### config.mk
export PLATFORM = sky130hd
export DESIGN_NAME = chs_host
export DESIGN_NICKNAME = d
export VERILOG_FILES = /design/src/inc/chs_pkg.sv /design/src/inc/chs_burst_if.sv /design/src/design/chs_burst_cap.sv /design/src/design/chs_host.sv
export SDC_FILE = /design/constraint.sdc
export NUM_CORES = 1
export LEC_CHECK = 0
export BUFFER_PORTS_ARGS = -buffer_cell sky130_fd_sc_hd__buf_4
export CORE_MARGIN = 5
export CORE_UTILIZATION = 55
export DETAILED_ROUTE_END_ITERATION = 6
export HOLD_SLACK_MARGIN = 0.02
export PLACE_DENSITY_LB_ADDON = 0.1
export SLEW_MARGIN = 20
export SYNTH_ARGS = -nofsm -noshare
export SYNTH_HDL_FRONTEND = slang
export SYNTH_SLANG_ARGS = --single-unit
### constraint.sdc
create_clock -name sys_clk -period 2.9 [get_ports sys_clk]
set_input_delay 0.145 -clock sys_clk [delete_from_list [all_inputs] [get_ports sys_clk]]
set_output_delay 0.145 -clock sys_clk [all_outputs]
set_load 0.01 [all_outputs]
### src/inc/chs_pkg.sv
// Package: constants, register map and types of the card host space controller
package chs_pkg;

  // ==========================================================
  // Timing
  localparam int CHS_CLK_NS        = 40;
  localparam int CHS_SETUP_NS      = 80;
  localparam int CHS_STROBE_NS     = 160;
  localparam int CHS_RECOVER_NS    = 40;
  localparam int CHS_EXTEND_MAX_NS = 12000;
  // Least times round up, the longest wait rounds down
  localparam logic [8:0] CHS_SETUP_CYC   =
    9'((CHS_SETUP_NS + CHS_CLK_NS - 1) / CHS_CLK_NS);
  localparam logic [8:0] CHS_STROBE_CYC  =
    9'((CHS_STROBE_NS + CHS_CLK_NS - 1) / CHS_CLK_NS);
  localparam logic [8:0] CHS_RECOVER_CYC =
    9'((CHS_RECOVER_NS + CHS_CLK_NS - 1) / CHS_CLK_NS);
  localparam logic [8:0] CHS_EXTEND_MAX  =
    9'(CHS_EXTEND_MAX_NS / CHS_CLK_NS);

  // ==========================================================
  // Software register indexes
  localparam logic [3:0] CHS_REG_CTRL       = 4'h0;
  localparam logic [3:0] CHS_REG_ADDR       = 4'h1;
  localparam logic [3:0] CHS_REG_WDATA      = 4'h2;
  localparam logic [3:0] CHS_REG_RDATA      = 4'h3;
  localparam logic [3:0] CHS_REG_STATUS     = 4'h4;
  localparam logic [3:0] CHS_REG_MODE       = 4'h5;
  localparam logic [3:0] CHS_REG_CFG_BASE   = 4'h6;
  localparam logic [3:0] CHS_REG_BURST_WORD = 4'h7;
  localparam logic [3:0] CHS_REG_BURST_CNT  = 4'h8;

  // CTRL fields
  localparam int CHS_CTRL_GO    = 0;
  localparam int CHS_CTRL_WRITE = 1;
  localparam int CHS_CTRL_ATTR  = 2;
  localparam int CHS_CTRL_LANE  = 3;
  // MODE fields
  localparam int CHS_MODE_SEL   = 0;
  localparam int CHS_MODE_BURST = 2;
  // STATUS fields
  localparam int CHS_ST_BUSY    = 0;
  localparam int CHS_ST_DONE    = 1;
  localparam int CHS_ST_REFUSED = 2;
  localparam int CHS_ST_TIMEOUT = 3;
  localparam int CHS_ST_WPROT   = 4;
  localparam int CHS_ST_PORT16  = 5;
  localparam int CHS_ST_WORDCYC = 6;
  localparam int CHS_ST_BACCEPT = 7;
  localparam int CHS_ST_HOLD    = 8;

  // Byte lane codes
  localparam logic [1:0] CHS_LANE_LOW  = 2'h1;
  localparam logic [1:0] CHS_LANE_HIGH = 2'h2;
  localparam logic [1:0] CHS_LANE_WORD = 2'h3;

  // Configuration register window in attribute space
  localparam logic [10:0] CHS_CFG_BASE_RST   = 11'h200;
  localparam logic [10:0] CHS_CFG_OPTION_OFS = 11'h000;
  localparam logic [10:0] CHS_CFG_STATUS_OFS = 11'h002;
  localparam logic [10:0] CHS_CFG_PINREP_OFS = 11'h004;
  localparam logic [10:0] CHS_CFG_SOCKET_OFS = 11'h006;

  typedef enum logic [1:0] {
    CHS_MODE_MEM = 2'h0,
    CHS_MODE_IO  = 2'h1,
    CHS_MODE_ATA = 2'h2
  } chs_mode_e;

  // Gray along idle, setup, active, recover
  typedef enum logic [1:0] {
    CHS_IDLE    = 2'h0,
    CHS_SETUP   = 2'h1,
    CHS_ACTIVE  = 2'h3,
    CHS_RECOVER = 2'h2
  } chs_state_e;

endpackage
### src/inc/chs_burst_if.sv
// Interface: read burst capture between the controller and its capture unit
`timescale 1ns/1ps
interface chs_burst_if;
  logic        strobe_lvl;
  logic        enable;
  logic [15:0] data_in;
  logic [15:0] word;
  logic        valid;
  logic [7:0]  count;

  modport cap (input strobe_lvl, enable, data_in,
               output word, valid, count);
  modport ctl (output strobe_lvl, enable, data_in,
               input word, valid, count);
endinterface

### src/design/chs_burst_cap.sv
// Capture unit: takes one data word on each edge of the read burst strobe
`timescale 1ns/1ps
module chs_burst_cap
  import chs_pkg::*;
(
  input wire logic sys_clk,
  input wire logic arst_n,
  chs_burst_if.cap bus
);

  typedef struct packed {
    logic        prev;
    logic [15:0] word;
    logic        valid;
    logic [7:0]  count;
  } chs_cap_s;

  chs_cap_s cap_reg;
  chs_cap_s cap_next;

  // ==========================================================
  // Both edges count; strobe is sampled, so it must stay below sys_clk/2
  always_comb begin
    cap_next       = cap_reg;
    cap_next.valid = 1'b0;
    cap_next.prev  = bus.strobe_lvl;
    if (!bus.enable) begin
      cap_next.count = 8'h00;
    end else if (bus.strobe_lvl != cap_reg.prev) begin
      cap_next.word  = bus.data_in;
      cap_next.valid = 1'b1;
      cap_next.count = 8'(cap_reg.count + 8'h01);
    end
  end

  always_ff @(posedge sys_clk or negedge arst_n) begin
    if (!arst_n) begin
      cap_reg <= '0;
    end else begin
      cap_reg <= cap_next;
    end
  end

  assign bus.word  = cap_reg.word;
  assign bus.valid = cap_reg.valid;
  assign bus.count = cap_reg.count;

  a_both_edges_taken:
    assert property (@(posedge sys_clk) disable iff (!arst_n)
      (bus.enable && (bus.strobe_lvl != cap_reg.prev))
        |=> (cap_reg.valid && cap_reg.word == $past(bus.data_in)))
    else $error("burst strobe edge did not capture a word");

endmodule

### src/design/chs_host.sv
// Host controller: drives card selects, strobes and address for memory cycles
//
// Overview of operation
// - Host captures burst data on both edges
// - Memory mode: write strobe for common and config writes
// - I/O mode: write strobe only for config
// - ATA mode: write strobe held high
// - Attribute writes only to config addresses
// - Config base reset to a fixed value, programmable by software
// - Attribute select high common, low attribute
`timescale 1ns/1ps
module chs_host
  import chs_pkg::*;
(
  input  wire logic        sys_clk,
  input  wire logic        arst_n,
  input  wire logic [3:0]  sw_addr,
  input  wire logic [15:0] sw_wdata,
  input  wire logic        sw_wr,
  input  wire logic        sw_rd,
  output      logic [15:0] sw_rdata,
  output      logic [10:0] card_addr,
  output      logic        low_byte_select_n,
  output      logic        high_byte_select_n,
  output      logic        attr_select_n,
  output      logic        out_strobe_n,
  output      logic        wr_strobe_n,
  input  wire logic [15:0] card_data_in,
  output      logic [15:0] card_data_out,
  output      logic        card_data_oe,
  input  wire logic        cycle_hold_n,
  input  wire logic        pio_extend_n,
  input  wire logic        burst_accept_n,
  input  wire logic        read_burst_strobe,
  input  wire logic        write_protect,
  input  wire logic        port_word_capable_n,
  input  wire logic        word_cycle_expect_n
);
  import chs_pkg::*;

  typedef struct packed {
    chs_state_e  st;
    logic [8:0]  cnt;
    logic [8:0]  ext;
    chs_mode_e   mode;
    logic        burst_en;
    logic [10:0] cfg_base;
    logic        cmd_wr;
    logic        cmd_attr;
    logic [1:0]  cmd_lane;
    logic [10:0] addr;
    logic [15:0] wdata;
    logic [15:0] rdata;
    logic        done;
    logic        refused;
    logic        timeout;
    logic        lbs_n;
    logic        hbs_n;
    logic        attr_n;
    logic        oe_n;
    logic        we_n;
    logic [15:0] dout;
    logic        doe;
    logic [15:0] sw_rdata;
  } chs_host_s;

  chs_host_s host_reg;
  chs_host_s host_next;

  chs_burst_if burst ();

  chs_burst_cap u_cap (
    .sys_clk (sys_clk),
    .arst_n  (arst_n),
    .bus     (burst.cap)
  );

  assign burst.strobe_lvl = read_burst_strobe;
  assign burst.data_in    = card_data_in;
  assign burst.enable     = host_reg.burst_en &&
                            (host_reg.mode == CHS_MODE_ATA);

  // ==========================================================
  // Command screening
  logic        go_req;
  logic        n_wr;
  logic        n_attr;
  logic [1:0]  n_lane;
  logic        bad_cmd;
  logic        extended;
  logic [15:0] status_word;

  assign go_req = sw_wr && (sw_addr == CHS_REG_CTRL) &&
                  sw_wdata[CHS_CTRL_GO];
  assign n_wr   = sw_wdata[CHS_CTRL_WRITE];
  assign n_attr = sw_wdata[CHS_CTRL_ATTR];
  assign n_lane = sw_wdata[CHS_CTRL_LANE +: 2];

  // Refused commands never reach the pins, so the card sees no bad cycle
  always_comb begin
    bad_cmd = (n_lane == 2'h0);
    if (n_attr && (host_reg.addr[0] || n_lane == CHS_LANE_HIGH)) begin
      bad_cmd = 1'b1;
    end
    if (n_attr && n_wr &&
        host_reg.addr[10:3] != host_reg.cfg_base[10:3]) begin
      bad_cmd = 1'b1;
    end
    if (!n_attr && n_lane == CHS_LANE_WORD && host_reg.addr[0]) begin
      bad_cmd = 1'b1;
    end
    if (host_reg.mode == CHS_MODE_IO && n_wr && !n_attr) begin
      bad_cmd = 1'b1;
    end
    if (host_reg.mode == CHS_MODE_ATA && n_wr) begin
      bad_cmd = 1'b1;
    end
  end

  // Which extend input applies depends on the card's mode
  assign extended = (host_reg.mode == CHS_MODE_ATA) ?
                    !pio_extend_n : !cycle_hold_n;

  always_comb begin
    status_word                 = 16'h0000;
    status_word[CHS_ST_BUSY]    = (host_reg.st != CHS_IDLE);
    status_word[CHS_ST_DONE]    = host_reg.done;
    status_word[CHS_ST_REFUSED] = host_reg.refused;
    status_word[CHS_ST_TIMEOUT] = host_reg.timeout;
    status_word[CHS_ST_WPROT]   = write_protect;
    status_word[CHS_ST_PORT16]  = !port_word_capable_n;
    status_word[CHS_ST_WORDCYC] = !word_cycle_expect_n;
    status_word[CHS_ST_BACCEPT] = !burst_accept_n;
    status_word[CHS_ST_HOLD]    = !cycle_hold_n;
  end

  // ==========================================================
  // Next state
  always_comb begin
    host_next          = host_reg;
    host_next.sw_rdata = 16'h0000;

    if (sw_rd) begin
      case (sw_addr)
        CHS_REG_ADDR:       host_next.sw_rdata = {5'h00, host_reg.addr};
        CHS_REG_WDATA:      host_next.sw_rdata = host_reg.wdata;
        CHS_REG_RDATA:      host_next.sw_rdata = host_reg.rdata;
        CHS_REG_STATUS:     host_next.sw_rdata = status_word;
        CHS_REG_MODE:       host_next.sw_rdata =
                              {13'h0000, host_reg.burst_en, host_reg.mode};
        CHS_REG_CFG_BASE:   host_next.sw_rdata = {5'h00, host_reg.cfg_base};
        CHS_REG_BURST_WORD: host_next.sw_rdata = burst.word;
        CHS_REG_BURST_CNT:  host_next.sw_rdata = {8'h00, burst.count};
        default:            host_next.sw_rdata = 16'h0000;
      endcase
    end

    if (sw_wr) begin
      case (sw_addr)
        CHS_REG_ADDR:     host_next.addr = sw_wdata[10:0];
        CHS_REG_WDATA:    host_next.wdata = sw_wdata;
        CHS_REG_MODE: begin
          host_next.mode     = chs_mode_e'(sw_wdata[CHS_MODE_SEL +: 2]);
          host_next.burst_en = sw_wdata[CHS_MODE_BURST];
        end
        CHS_REG_CFG_BASE: host_next.cfg_base = sw_wdata[10:0];
        CHS_REG_STATUS: begin
          // Write one to clear; a same-cycle hardware set wins below
          if (sw_wdata[CHS_ST_DONE])    host_next.done    = 1'b0;
          if (sw_wdata[CHS_ST_REFUSED]) host_next.refused = 1'b0;
          if (sw_wdata[CHS_ST_TIMEOUT]) host_next.timeout = 1'b0;
        end
        default: ;
      endcase
    end

    case (host_reg.st)
      CHS_IDLE: begin
        if (go_req && bad_cmd) begin
          host_next.refused = 1'b1;
        end else if (go_req) begin
          host_next.st       = CHS_SETUP;
          host_next.cnt      = CHS_SETUP_CYC - 9'h001;
          host_next.ext      = 9'h000;
          host_next.cmd_wr   = n_wr;
          host_next.cmd_attr = n_attr;
          host_next.cmd_lane = n_attr ? CHS_LANE_LOW : n_lane;
          host_next.attr_n   = !n_attr;
          host_next.lbs_n    = !(n_attr || n_lane[0]);
          host_next.hbs_n    = n_attr || !n_lane[1];
          host_next.dout     = host_reg.wdata;
          host_next.doe      = n_wr;
        end
      end
      CHS_SETUP: begin
        if (host_reg.cnt == 9'h000) begin
          host_next.st   = CHS_ACTIVE;
          host_next.cnt  = CHS_STROBE_CYC - 9'h001;
          host_next.oe_n = host_reg.cmd_wr;
          host_next.we_n = !host_reg.cmd_wr;
        end else begin
          host_next.cnt = host_reg.cnt - 9'h001;
        end
      end
      CHS_ACTIVE: begin
        if (host_reg.cnt != 9'h000) begin
          host_next.cnt = host_reg.cnt - 9'h001;
        end else if (extended && host_reg.ext < CHS_EXTEND_MAX) begin
          host_next.ext = host_reg.ext + 9'h001;
        end else begin
          // Giving up on a stuck card beats hanging software forever
          host_next.timeout = host_next.timeout | extended;
          if (!host_reg.cmd_wr) begin
            host_next.rdata = card_data_in &
              {{8{host_reg.cmd_lane[1]}}, {8{host_reg.cmd_lane[0]}}};
          end
          host_next.oe_n = 1'b1;
          host_next.we_n = 1'b1;
          host_next.st   = CHS_RECOVER;
          host_next.cnt  = CHS_RECOVER_CYC - 9'h001;
        end
      end
      CHS_RECOVER: begin
        // Selects drop too, so the card sees standby between cycles
        host_next.lbs_n  = 1'b1;
        host_next.hbs_n  = 1'b1;
        host_next.attr_n = 1'b1;
        host_next.doe    = 1'b0;
        if (host_reg.cnt == 9'h000) begin
          host_next.st   = CHS_IDLE;
          host_next.done = 1'b1;
        end else begin
          host_next.cnt = host_reg.cnt - 9'h001;
        end
      end
      default: host_next.st = CHS_IDLE;
    endcase
  end

  always_ff @(posedge sys_clk or negedge arst_n) begin
    if (!arst_n) begin
      host_reg          <= '0;
      host_reg.st       <= CHS_IDLE;
      host_reg.mode     <= CHS_MODE_MEM;
      host_reg.cfg_base <= CHS_CFG_BASE_RST;
      host_reg.lbs_n    <= 1'b1;
      host_reg.hbs_n    <= 1'b1;
      host_reg.attr_n   <= 1'b1;
      host_reg.oe_n     <= 1'b1;
      host_reg.we_n     <= 1'b1;
    end else begin
      host_reg <= host_next;
    end
  end

  assign sw_rdata           = host_reg.sw_rdata;
  assign card_addr          = host_reg.addr;
  assign low_byte_select_n  = host_reg.lbs_n;
  assign high_byte_select_n = host_reg.hbs_n;
  assign attr_select_n      = host_reg.attr_n;
  assign out_strobe_n       = host_reg.oe_n;
  assign wr_strobe_n        = host_reg.we_n;
  assign card_data_out      = host_reg.dout;
  assign card_data_oe       = host_reg.doe;

  // ==========================================================
  // Checks
  a_ata_no_write:
    assert property (@(posedge sys_clk) disable iff (!arst_n)
      (host_reg.mode == CHS_MODE_ATA && host_reg.st == CHS_IDLE)
        |=> wr_strobe_n [*3])
    else $error("write strobe pulsed in ATA mode");

  a_io_write_cfg:
    assert property (@(posedge sys_clk) disable iff (!arst_n)
      (host_reg.mode == CHS_MODE_IO && !wr_strobe_n) |-> !attr_select_n)
    else $error("I/O mode write outside attribute space");

  a_attr_low_lane:
    assert property (@(posedge sys_clk) disable iff (!arst_n)
      (!attr_select_n && (!out_strobe_n || !wr_strobe_n))
        |-> (high_byte_select_n && !low_byte_select_n))
    else $error("attribute access not on low lane");

  a_attr_even_addr:
    assert property (@(posedge sys_clk) disable iff (!arst_n)
      (!attr_select_n && !low_byte_select_n) |-> !card_addr[0])
    else $error("attribute access at odd address");

  a_attr_write_cfg:
    assert property (@(posedge sys_clk) disable iff (!arst_n)
      (!attr_select_n && !wr_strobe_n)
        |-> (card_addr[10:3] == host_reg.cfg_base[10:3]))
    else $error("attribute write outside config window");

  a_idle_standby:
    assert property (@(posedge sys_clk) disable iff (!arst_n)
      (host_reg.st == CHS_RECOVER) |=>
        (low_byte_select_n && high_byte_select_n && !card_data_oe))
    else $error("selects or data held after a cycle");

  a_hold_extends:
    assert property (@(posedge sys_clk) disable iff (!arst_n)
      (host_reg.st == CHS_ACTIVE && host_reg.cnt == 9'h000 &&
       host_reg.mode != CHS_MODE_ATA && !cycle_hold_n &&
       host_reg.ext < CHS_EXTEND_MAX)
        |=> (host_reg.st == CHS_ACTIVE && (!out_strobe_n || !wr_strobe_n)))
    else $error("cycle ended while card held it");

  a_pio_extends:
    assert property (@(posedge sys_clk) disable iff (!arst_n)
      (host_reg.st == CHS_ACTIVE && host_reg.cnt == 9'h000 &&
       host_reg.mode == CHS_MODE_ATA && !pio_extend_n &&
       host_reg.ext < CHS_EXTEND_MAX) |=> host_reg.st == CHS_ACTIVE)
    else $error("ATA cycle ended while card extended it");

  a_strobe_width:
    assert property (@(posedge sys_clk) disable iff (!arst_n)
      $fell(out_strobe_n && wr_strobe_n)
        |-> (!(out_strobe_n && wr_strobe_n)) [*4])
    else $error("strobe shorter than four cycles");

  a_wait_bounded:
    assert property (@(posedge sys_clk) disable iff (!arst_n)
      $rose(host_reg.st == CHS_ACTIVE)
        |-> ##[1:310] host_reg.st == CHS_RECOVER)
    else $error("active phase never ended");

  a_attr_select_kind:
    assert property (@(posedge sys_clk) disable iff (!arst_n)
      (go_req && !bad_cmd && host_reg.st == CHS_IDLE)
        |=> (attr_select_n == !$past(n_attr))
        ##1 (attr_select_n == !$past(n_attr, 2))
        ##1 (attr_select_n == !$past(n_attr, 3)))
    else $error("attribute select does not match command");

endmodule

* Word-level counts from Yosys, hierarchy flattened *
Cells that the tools add are included.

word-level totals
  bits of input ports = 47
  output and inout bits = 49
  bits in writable memories = 0
  bits in read-only memories = 0
  bits in registers = 146
  bits in latches = 0
  memories = 0

cells by class
  shift operators = 0
  $add $sub $neg = 3
  magnitude comparators = 1
  equal/unequal tests = 27
  bitwise operators = 6
  multiplexer cells = 46
  div/mod/pow operators = 0
  reductions and logical operators = 46
  multipliers = 0

operators with widths
  kind                 number
  $pmux 16 s8          1
  $mux 9               5
  $pmux 11 s4          1
  $mux 20              2
  $mux 1               18
  $ne 2x2->1 const B   9
  $pmux 9 s2           1
  $and 16x16->16       1
  $eq 4x3->1 const B   4
  $mux 16              1
  $mux 8               2
  $mux 2               7
  $logic_and 1x1->1    13
  $mux 3               4
  $reduce_and 4->1     3
  $mux 11              1
  $eq 2x2->1 const B   5
  $reduce_and 2->1     5
  $add 9x1->9 const B  1
  $logic_not 1->1      9
  $logic_not 9->1      1
  $lt 9x9->1 const B   1
  $reduce_bool 9->1    1
  $sub 9x1->9 const B  1
  other kinds (20)     32

* Logic depth before layout (Yosys ltp) *
Gate-level depths: netlist (run 1).

  depth after elaboration = 11
  mapped depth = 8
  depth with buffers taken out = 7

* By module *
From an unflattened synthesis (run 1), not the netlist that was laid out.

unflattened totals
  cells, all modules = 673
  area total of the unflattened synthesis = 7410.9 um^2

by module, submodules not included
  module         cells an instance  area an instance (um^2)  sequential area each (um^2)  instances
  chs_host       569                6127.1                   3035.4                       1
  chs_burst_cap  104                1283.7                   650.6                        1

* Worst setup path after synthesis (run 1) *
OpenSTA, ideal clock, no wires.

  kind = reg2reg
  start point = register host_reg[113] in the netlist's numbering
  end point = register host_reg[47] in the netlist's numbering
  data arrival time = 1.867 ns
  slack = 0.909 ns
  cell stages (with the launch flop) = 7
  setup time = 0.124 ns
  path through = dfrtp_1 nor4_4 nand4_4 or3_1 buf_6 buf_6 mux2i_1

between the ends
  cells in the longest elaborated chain, start to end = 3

ends and longest elaborated chain
  item                               RTL line         source
  start: declaration                 chs_host.sv:67   chs_host_s host_reg;
  start signal: assignment           chs_host.sv:252  host_reg <= host_next;
  $reduce_bool 9->1                  chs_host.sv:206  if (host_reg.cnt != 9'h000) begin
  $not 1->1 (no source line)         -
  $reduce_and 4->1 (no source line)  -

No other way between the ends.
A chain may end at the register's enable or synchronous reset.

* Worst setup path after layout (run 1) *
  start point = register host_reg[104] in the netlist's numbering
  end point = register host_reg[107] in the netlist's numbering

between the ends
  cells in the longest elaborated chain, start to end = 4
  elaborated cells between the ends (all ways) = 8
  classes of those cells = add/sub (1); order compare (1); eq/ne (1); mux (3); reduce/logical (2)

ends and longest elaborated chain
  item                                                   RTL line                          source
  $add 9x1->9 / $lt 9x9->1 (equally long branches)       chs_host.sv:209, chs_host.sv:208
  $mux 9 / $logic_and 1x1->1 (equally long branches)     chs_host.sv:208                   end else if (extended && host_reg.ext < CHS_EXTEND_MAX) begin
  $mux 9 / $ne 2x2->1 (equally long branches)            -
  $pmux 9 s2 / $reduce_and 5->1 (equally long branches)  -

Parallel ways exist; a longest one is shown, timed or not. The select of a mux whose other input is x is not followed.

==> results by group, run 1 <==
Timing
  – Final setup violation count: 0
  – Slew HR: 33.7%
  – Setup TNS: 0 ps
  – Worst-Margin Slew: 992 ps
  – Skew final: 5.81 ps
  – Final Hold Fails: 0
  – Final min period: 2430 ps
  – RSZ-0062 raised after global routing: no
  – Crit share post-route: 83.9%
  – Max-slew violations: 0
  – Max frequency: 411 MHz

Clock tree
  – Clock Tree Root: clkbuf_16
  – CTS Buf Count: 17
  – CTS Buffer Depth: 2
  – Clk slew on worst S/H paths: 50 ps
  – Clock Sinks: 146
  – Post-CTS Setup Inserts: 0
  – TritonCTS clock tree: done
  – H-tree depth: 4
  – Clock Latency Late Sink: 420 ps

Synthesis
  – Main combinational cell family by area after synthesis: multiplexers
  – Synth Area in Compound Gates: 10.4%
  – Top post-synthesis cells by area: dfrtp_1, mux2_2, buf_4, mux2i_1, nand2_1
  – Async SR Flop Fraction: 100%
  – Post-Syn Instances: 623
  – Number of synthesized flops with an enable pin: 0
  – Predominant post-synthesis flop cell: dfrtp_1
  – Post-Syn Nets: 674
  – Register bit total from synthesis: 146
  – Synth Area in Adders: 0.713%
  – Simple-Gate Fraction of Synth Area: 11.5%
  – Synth top area share: 49.9%
  – XOR/XNOR share of the synthesized area: 2.87%
  – Leading area contributor after synthesis: dfrtp_1
  – Synthesized area: 7020 um2
  – Sequential share of the synthesized area: 52.1%
  – Post-synthesis mux area share: 14.3%
  – Post-synth cell types: 63
  – Synth Warn #: 0
  – Avg Inst Size Synth: 11.3 um2

GRT
  – GRT Util Overall: 24.9%
  – Vias in the first global route: 5503
  – Initial antenna violation count: 0
  – Largest net degree at the start of global routing: 106
  – First-pass GRT wire length: 28800 um
  – Grt total ovfl: 0

Detailed routing
  – Drt drc: 0
  – Post-DRT Antenna Nets: 0
  – Drt total wl: 18000 um
  – Wire length per cell: 20.1 um
  – Initial drt markers: 522
  – Via count: 5245
  – Vias per Instance: 5.85
  – DR pass1 iterations: 7

Power
  – PD cells: 763 nW/um2
  – VDD IR max: 0.568 mV
  – Sw frac: 28.4%
  – Combinational Power Share: 20.2%
  – Total net switching power: 1.86 mW
  – Internal cell power: 4.70 mW
  – Leakage: 4.04 nW
  – Design Power: 6.56 mW
  – Clock power frac: 36.0%
  – Sequential share of power: 43.8%

Setup path
  – WS Path Type: flop to flop
  – Worst EP arrival: 2730 ps
  – Peak fanout along the critical path: 9
  – Startpoint types: flop
  – R2r startpoint: host_reg[104]
  – CP endpoint kind: flop
  – CP required: 3200 ps
  – Critical path launch point: host_reg[104]

Floorplanning
  – Core Footprint: 12600 um2
  – Die height: 123 um
  – Initial Util: 55.9%
  – Die X: 123 um
  – Cell row count: 41
  – Ports: 96
  – Die area: 15100 um2

Finish
  – Commonest non-fill, non-tap cells in the layout: dfrtp_1, buf_4, mux2_2
  – Most common cell after layout, fill and taps aside: dfrtp_1
  – Layout cell share with drive strength beyond 1: 31.4%
  – Area growth syn-to-layout: 22.4%
  – Post-layout util: 68.4%
  – Largest register FFs: 72
  – Final net count: 764
  – Antenna Cells: 0

Worst hold path
  – Hold crit path type: input pin to flop
  – Hold Crit Start: sw_wdata[3]

Placed design
  – HPWL Detailed: 12000 um
  – Placer Congestion: 0.881
  – I/O Buffers: 95

Run status
  – Outcome: finished clean

Job
  – Max-Cap Viols: 0
[cell usage after synthesis (all sizes together) (2+ instances only)]
cell / instances
a21oi: 13
a221oi: 5
a222oi: 15
a22o: 2
a22oi: 12
a31oi: 15
and2: 5
and3: 2
and4: 3
buf: 52
clkbuf: 21
dfrtp: 140
dfstp: 6
ha: 4
inv: 30
mux2: 72
mux2i: 19
nand2: 45
nand2b: 6
nand3: 11
nand3b: 2
nand4: 2
nor2: 40
nor2b: 4
nor3: 15
nor3b: 4
nor4: 6
nor4b: 2
o21a: 2
o21ai: 16
o22ai: 5
or2: 3
or3: 3
xnor2: 10
xor2: 13
[cells by family after synthesis]
family                   count (synthesis)
AND/OR/NAND/NOR                        155
flip-flops                             146
buffers and inverters                  103
AO/OA/AOI/OAI                          101
multiplexers                            91
XOR/XNOR                                23
adder cells (fa/ha/maj)                  4
[path summary, 6_finish.rpt]
kind                                           end  slack (ps)  depth (start not counted)
worst max-delay path                 host_reg[107]         470                          5
worst min-delay path             low_byte_select_n          40                          3
worst max register to register       host_reg[107]         470                          5
worst min register to register         wr_strobe_n         480                          1
max in group asynchronous            host_reg[117]        1610                          3
min in group asynchronous       u_cap.bus.count[3]         400                          2
[routing by layer]
| layer | up-vias | part of all wire [%] | track usage [%] |
|---|---|---|---|
| met2 | 215 | 49 | 41.4 |
| met3 | 28 | 7.5 | 6.50 |
| met4 | 0 | 1.7 | 7.34 |
| met5 | - | 0 | 0 |
| met1 | 2640 | 42 | 32.5 |
| li1 | 2362 | - | - |
[per-stage QoR]
step / setup slack, ps / area [um2] / hold slack, ps / std cells
after floorplan: 909 / 7020 / -151 / 623
after global placement: 594 / 7640 / 270 / 834
after detailed placement: 532 / 7640 / 280 / 834
after CTS: 494 / 8600 / 30.1 / 897
after global routing: 323 / 8600 / 43.3 / 897
final: 468 / 8600 / 44.4 / 897
[area by class of cell]
class,count,area (um2)
Clock buffer,21,450
Fill cell,925,3970
Sequential cell,146,3660
Timing Repair Buffer,144,1180
Clock inverter,10,183
Tap cell,172,215
Multi-Input combinational cell,374,2800
Inverter,30,113
[power by group through the flow]
stage / registers (mW) / clock network (mW) / logic, mW
4_1_cts: 2.87 / 2.38 / 1.34
3_5_place_dp: 2.90 / 0 / 1.29
3_3_place_gp: 2.88 / 0 / 1.26
6_report: 2.88 / 2.36 / 1.33
5_1_grt: 2.93 / 2.48 / 1.47
2_1_floorplan: 2.75 / 0 / 0.981
[repair_timing]
item | in CTS | in global routing
resized for setup | 0 | 0
hold buffers | 32 | 0
hold endpoints to repair | 163 | 0
[critical path: stages, from the launching register on]
cell       delay [ps]
dfrtp_1           460
a2111oi_2         590
o221ai_1          520
nor4_1            490
xnor2_1           180
nor2_1             70
Power figures use the tool's default switching activity.
==> run 2, diff against run 1 <==
Settings changed: ABC_AREA set to 1, CORE_UTILIZATION 55 to 52.
Clock period 2.9 ns to 2.05 ns, I/O delays scaled along.
==> results by group, run 2 <==
Setup path
  – Cell mode on critical path: inv_1
  – Worst r2r dst: host_reg[117] (was host_reg[107])
  – Largest delay share family, worst path: simple AND/OR/NAND/NOR gates (was compound AO/OA/AOI/OAI gates)
  – R2R setup slack: 190 ps (was 470 ps)
  – CP endpoint kind: flop (unchanged)
  – Worst EP arrival: 2170 ps (was 2730 ps)
  – R2r startpoint: host_reg[111] (was host_reg[104])
  – Crit-path max cell delay: 390 ps (was 590 ps)
  – CP max stage cell: dfrtp_1 (was a2111oi_2)
  – Worst-path cell chain: inv_1 > ha_1 > inv_1 > nor3_2 > nand2_2 > nor2_1 > inv_1 > nand2_1 > nor2_1 > nand3_1 > nand2_1 (was a2111oi_2 > o221ai_1 > nor4_1 > xnor2_1 > nor2_1)
  – Critical path launch point: host_reg[111] (was host_reg[104])
  – WS Path Type: flop to flop (unchanged)
  – Worst R2R Path Depth: 11 (was 5)
  – CP Depth: 11 (was 5)
  – CP required: 2360 ps (was 3200 ps)
  – Worst Path Buf+Inv: 3 (was 0)
  – Startpoint types: flop (unchanged)
  – Peak fanout along the critical path: 7 (was 9)
  – Critical Path Sink: host_reg[117] (was host_reg[107])

Synthesis
  – Synthesized area: 7210 um2 (was 7020 um2)
  – Leading area contributor after synthesis: dfrtp_1 (unchanged)
  – Post-Syn Instances: 889 (was 623)
  – Post-synth top cells: nand2_1, dfrtp_1, inv_1 (was dfrtp_1, mux2_2, nand2_1)
  – Synth Warn #: 0 (unchanged)
  – Predominant post-synthesis flop cell: dfrtp_1 (unchanged)
  – Most common cell in the synthesized netlist: nand2_1 (was dfrtp_1)
  – Register bit total from synthesis: 146 (unchanged)
  – Synth top area share: 48.6% (was 49.9%)
  – Top post-synthesis cells by area: dfrtp_1, nand2_1, inv_1, o21ai_0, buf_4 (was dfrtp_1, mux2_2, buf_4, mux2i_1, nand2_1)
  – Post-Syn Nets: 940 (was 674)
  – Post-synth cell types: 46 (was 63)
  – Avg Inst Size Synth: 8.11 um2 (was 11.3 um2)
  – Sequential share of the synthesized area: 50.8% (was 52.1%)
  – Async SR Flop Fraction: 100% (unchanged)
  – Number of synthesized flops with an enable pin: 0 (unchanged)

Timing
  – Final Hold Fails: 0 (unchanged)
  – Max frequency: 537 MHz (was 411 MHz)
  – Max-slew violations: 0 (unchanged)
  – Slew HR: 64.0% (was 33.7%)
  – Skew final: 5.19 ps (was 5.81 ps)
  – Crit share post-route: 90.8% (was 83.9%)
  – Final min period: 1860 ps (was 2430 ps)
  – RSZ-0062 raised after global routing: no (unchanged)
  – Setup TNS: 0 ps (unchanged)
  – Final setup violation count: 0 (unchanged)
  – Post-route setup slack: 188 ps (was 468 ps)
  – Worst-Margin Slew: 539 ps (was 992 ps)

Floorplanning
  – Core Footprint: 13700 um2 (was 12600 um2)
  – Die X: 128 um (was 123 um)
  – Initial Util: 52.5% (was 55.9%)
  – Die height: 128 um (was 123 um)
  – Die area: 16300 um2 (was 15100 um2)
  – Cell row count: 43 (was 41)
  – Ports: 96 (unchanged)

Finish
  – Layout cell share with drive strength beyond 1: 16.9% (was 31.4%)
  – Final net count: 1038 (was 764)
  – Multi-input logic area: 2690 um2 (was 2800 um2)
  – Filler cell count: 1178 (was 925)
  – Design area: 8780 um2 (was 8600 um2)
  – Commonest non-fill, non-tap cells in the layout: nand2_1, dfrtp_1, buf_4 (was dfrtp_1, buf_4, mux2_2)
  – Most common cell after layout, fill and taps aside: nand2_1 (was dfrtp_1)
  – Largest register FFs: 72 (unchanged)
  – Antenna Cells: 0 (unchanged)
  – Area growth syn-to-layout: 21.8% (was 22.4%)
  – Storage cell area: 3660 um2 (unchanged)

Placed design
  – Pre-CTS WS: 184 ps (was 532 ps)
  – HPWL Detailed: 13900 um (was 12000 um)
  – Placed Area: 7850 um2 (was 7640 um2)
  – Placer Congestion: 0.879 (was 0.881)
  – I/O Buffers: 95 (unchanged)

Detailed routing
  – Post-DRT Antenna Nets: 0 (unchanged)
  – DR pass1 iterations: 5 (was 7)
  – Initial drt markers: 563 (was 522)
  – Drt total wl: 18900 um (was 18000 um)
  – Via count: 6169 (was 5245)
  – Drt drc: 0 (unchanged)
  – Vias per Instance: 5.24 (was 5.85)
  – Wire length per cell: 16.0 um (was 20.1 um)

Worst hold path
  – Hold crit path type: input pin to flop (unchanged)

Power
  – VDD IR max: 0.588 mV (was 0.568 mV)
  – PD cells: 1080 nW/um2 (was 763 nW/um2)
  – Leakage: 4.43 nW (was 4.04 nW)

Clock tree
  – Clk slew on worst S/H paths: 60 ps (was 50 ps)
  – Clock Sinks: 146 (unchanged)
  – Clock Tree Root: clkbuf_16 (unchanged)
  – CTS Buf Count: 17 (unchanged)
  – Clock Latency Late Sink: 420 ps (about the same)
  – CTS Buffer Depth: 2 (unchanged)
  – H-tree depth: 4 (unchanged)
  – TritonCTS clock tree: done (unchanged)

GRT
  – Largest net degree at the start of global routing: 49 (was 106)
  – Initial antenna violation count: 0 (unchanged)
  – GRT Util Overall: 24.0% (was 24.9%)
  – Vias in the first global route: 6080 (was 5503)
  – First-pass GRT wire length: 30800 um (was 28800 um)
  – Grt total ovfl: 0 (unchanged)

Run status
  – Outcome: finished clean (unchanged)

Job
  – Max-Cap Viols: 0 (unchanged)
-- run 2: power breakdown --
part | switching, mW | internal, mW
clock network | 1.12 | 1.87
registers | 0.434 | 3.52
logic | 1.52 | 1.01
-- run 2: worst min-delay path, stage by stage --
cell and delay, ps:
buf_4 80, a221oi_1 80, a31oi_1 160
-- run 2: timing repair --
action	in CTS	in global routing
hold buffers	36	0
setup buffers	0	0
endpoints found under the setup margin	0	2
resized for setup	0	1
hold endpoints to repair	124	0
-- run 2: metal layers --
| layer | vias up | global-route usage, % | share of wire [%] | wire (um) |
|---|---|---|---|---|
| met4 | 0 | 7.74 | 2.3 | 425 |
| met3 | 30 | 4.71 | 5.3 | 1010 |
| met1 | 2960 | 33.4 | 45 | 8450 |
| met5 | - | 0 | 0 | 0 |
| met2 | 183 | 38.2 | 48 | 8980 |
| li1 | 2996 | - | - | - |
-- run 2: worst min path at each step --
stage / from / depth (start not counted) / endpoint
after floorplan: arst_n / 0 / card_addr[0]
after global placement: arst_n / 1 / host_reg[55]
after detailed placement: arst_n / 1 / host_reg[55]
after CTS: write_protect / 3 / sw_rdata[4]
after global routing: write_protect / 3 / sw_rdata[4]
final: write_protect / 3 / sw_rdata[4]
-- run 2: area by class of cell --
type,instances,area share [%]
Clock inverter,5,0.884
Sequential cell,146,41.7
Timing Repair Buffer,148,14.0
Multi-Input combinational cell,564,30.6
Tap cell,180,2.57
Clock buffer,25,5.53
Inverter,110,4.70
-- run 2: cell families after synthesis --
family          Yosys count  synth area share, %
simple gates            387                 22.6
buf+inv                 179                 12.1
flops                   146                 50.8
fa+ha+maj                 4                0.694
xor+xnor                 13                 1.58
compound gates          160                 12.3
-- run 2: stage by stage --
step                hold slack [ps]  cells  total power, mW  utilization [%]
floorplan                      -193    889             5.70                -
global placement               70.3   1112             6.36             57.2
detailed placement             73.2   1112             6.45             57.2
CTS                            47.3   1178             9.52             63.9
global route                   46.6   1178             10.1             64.0
finish                         51.5   1178             9.48             64.0
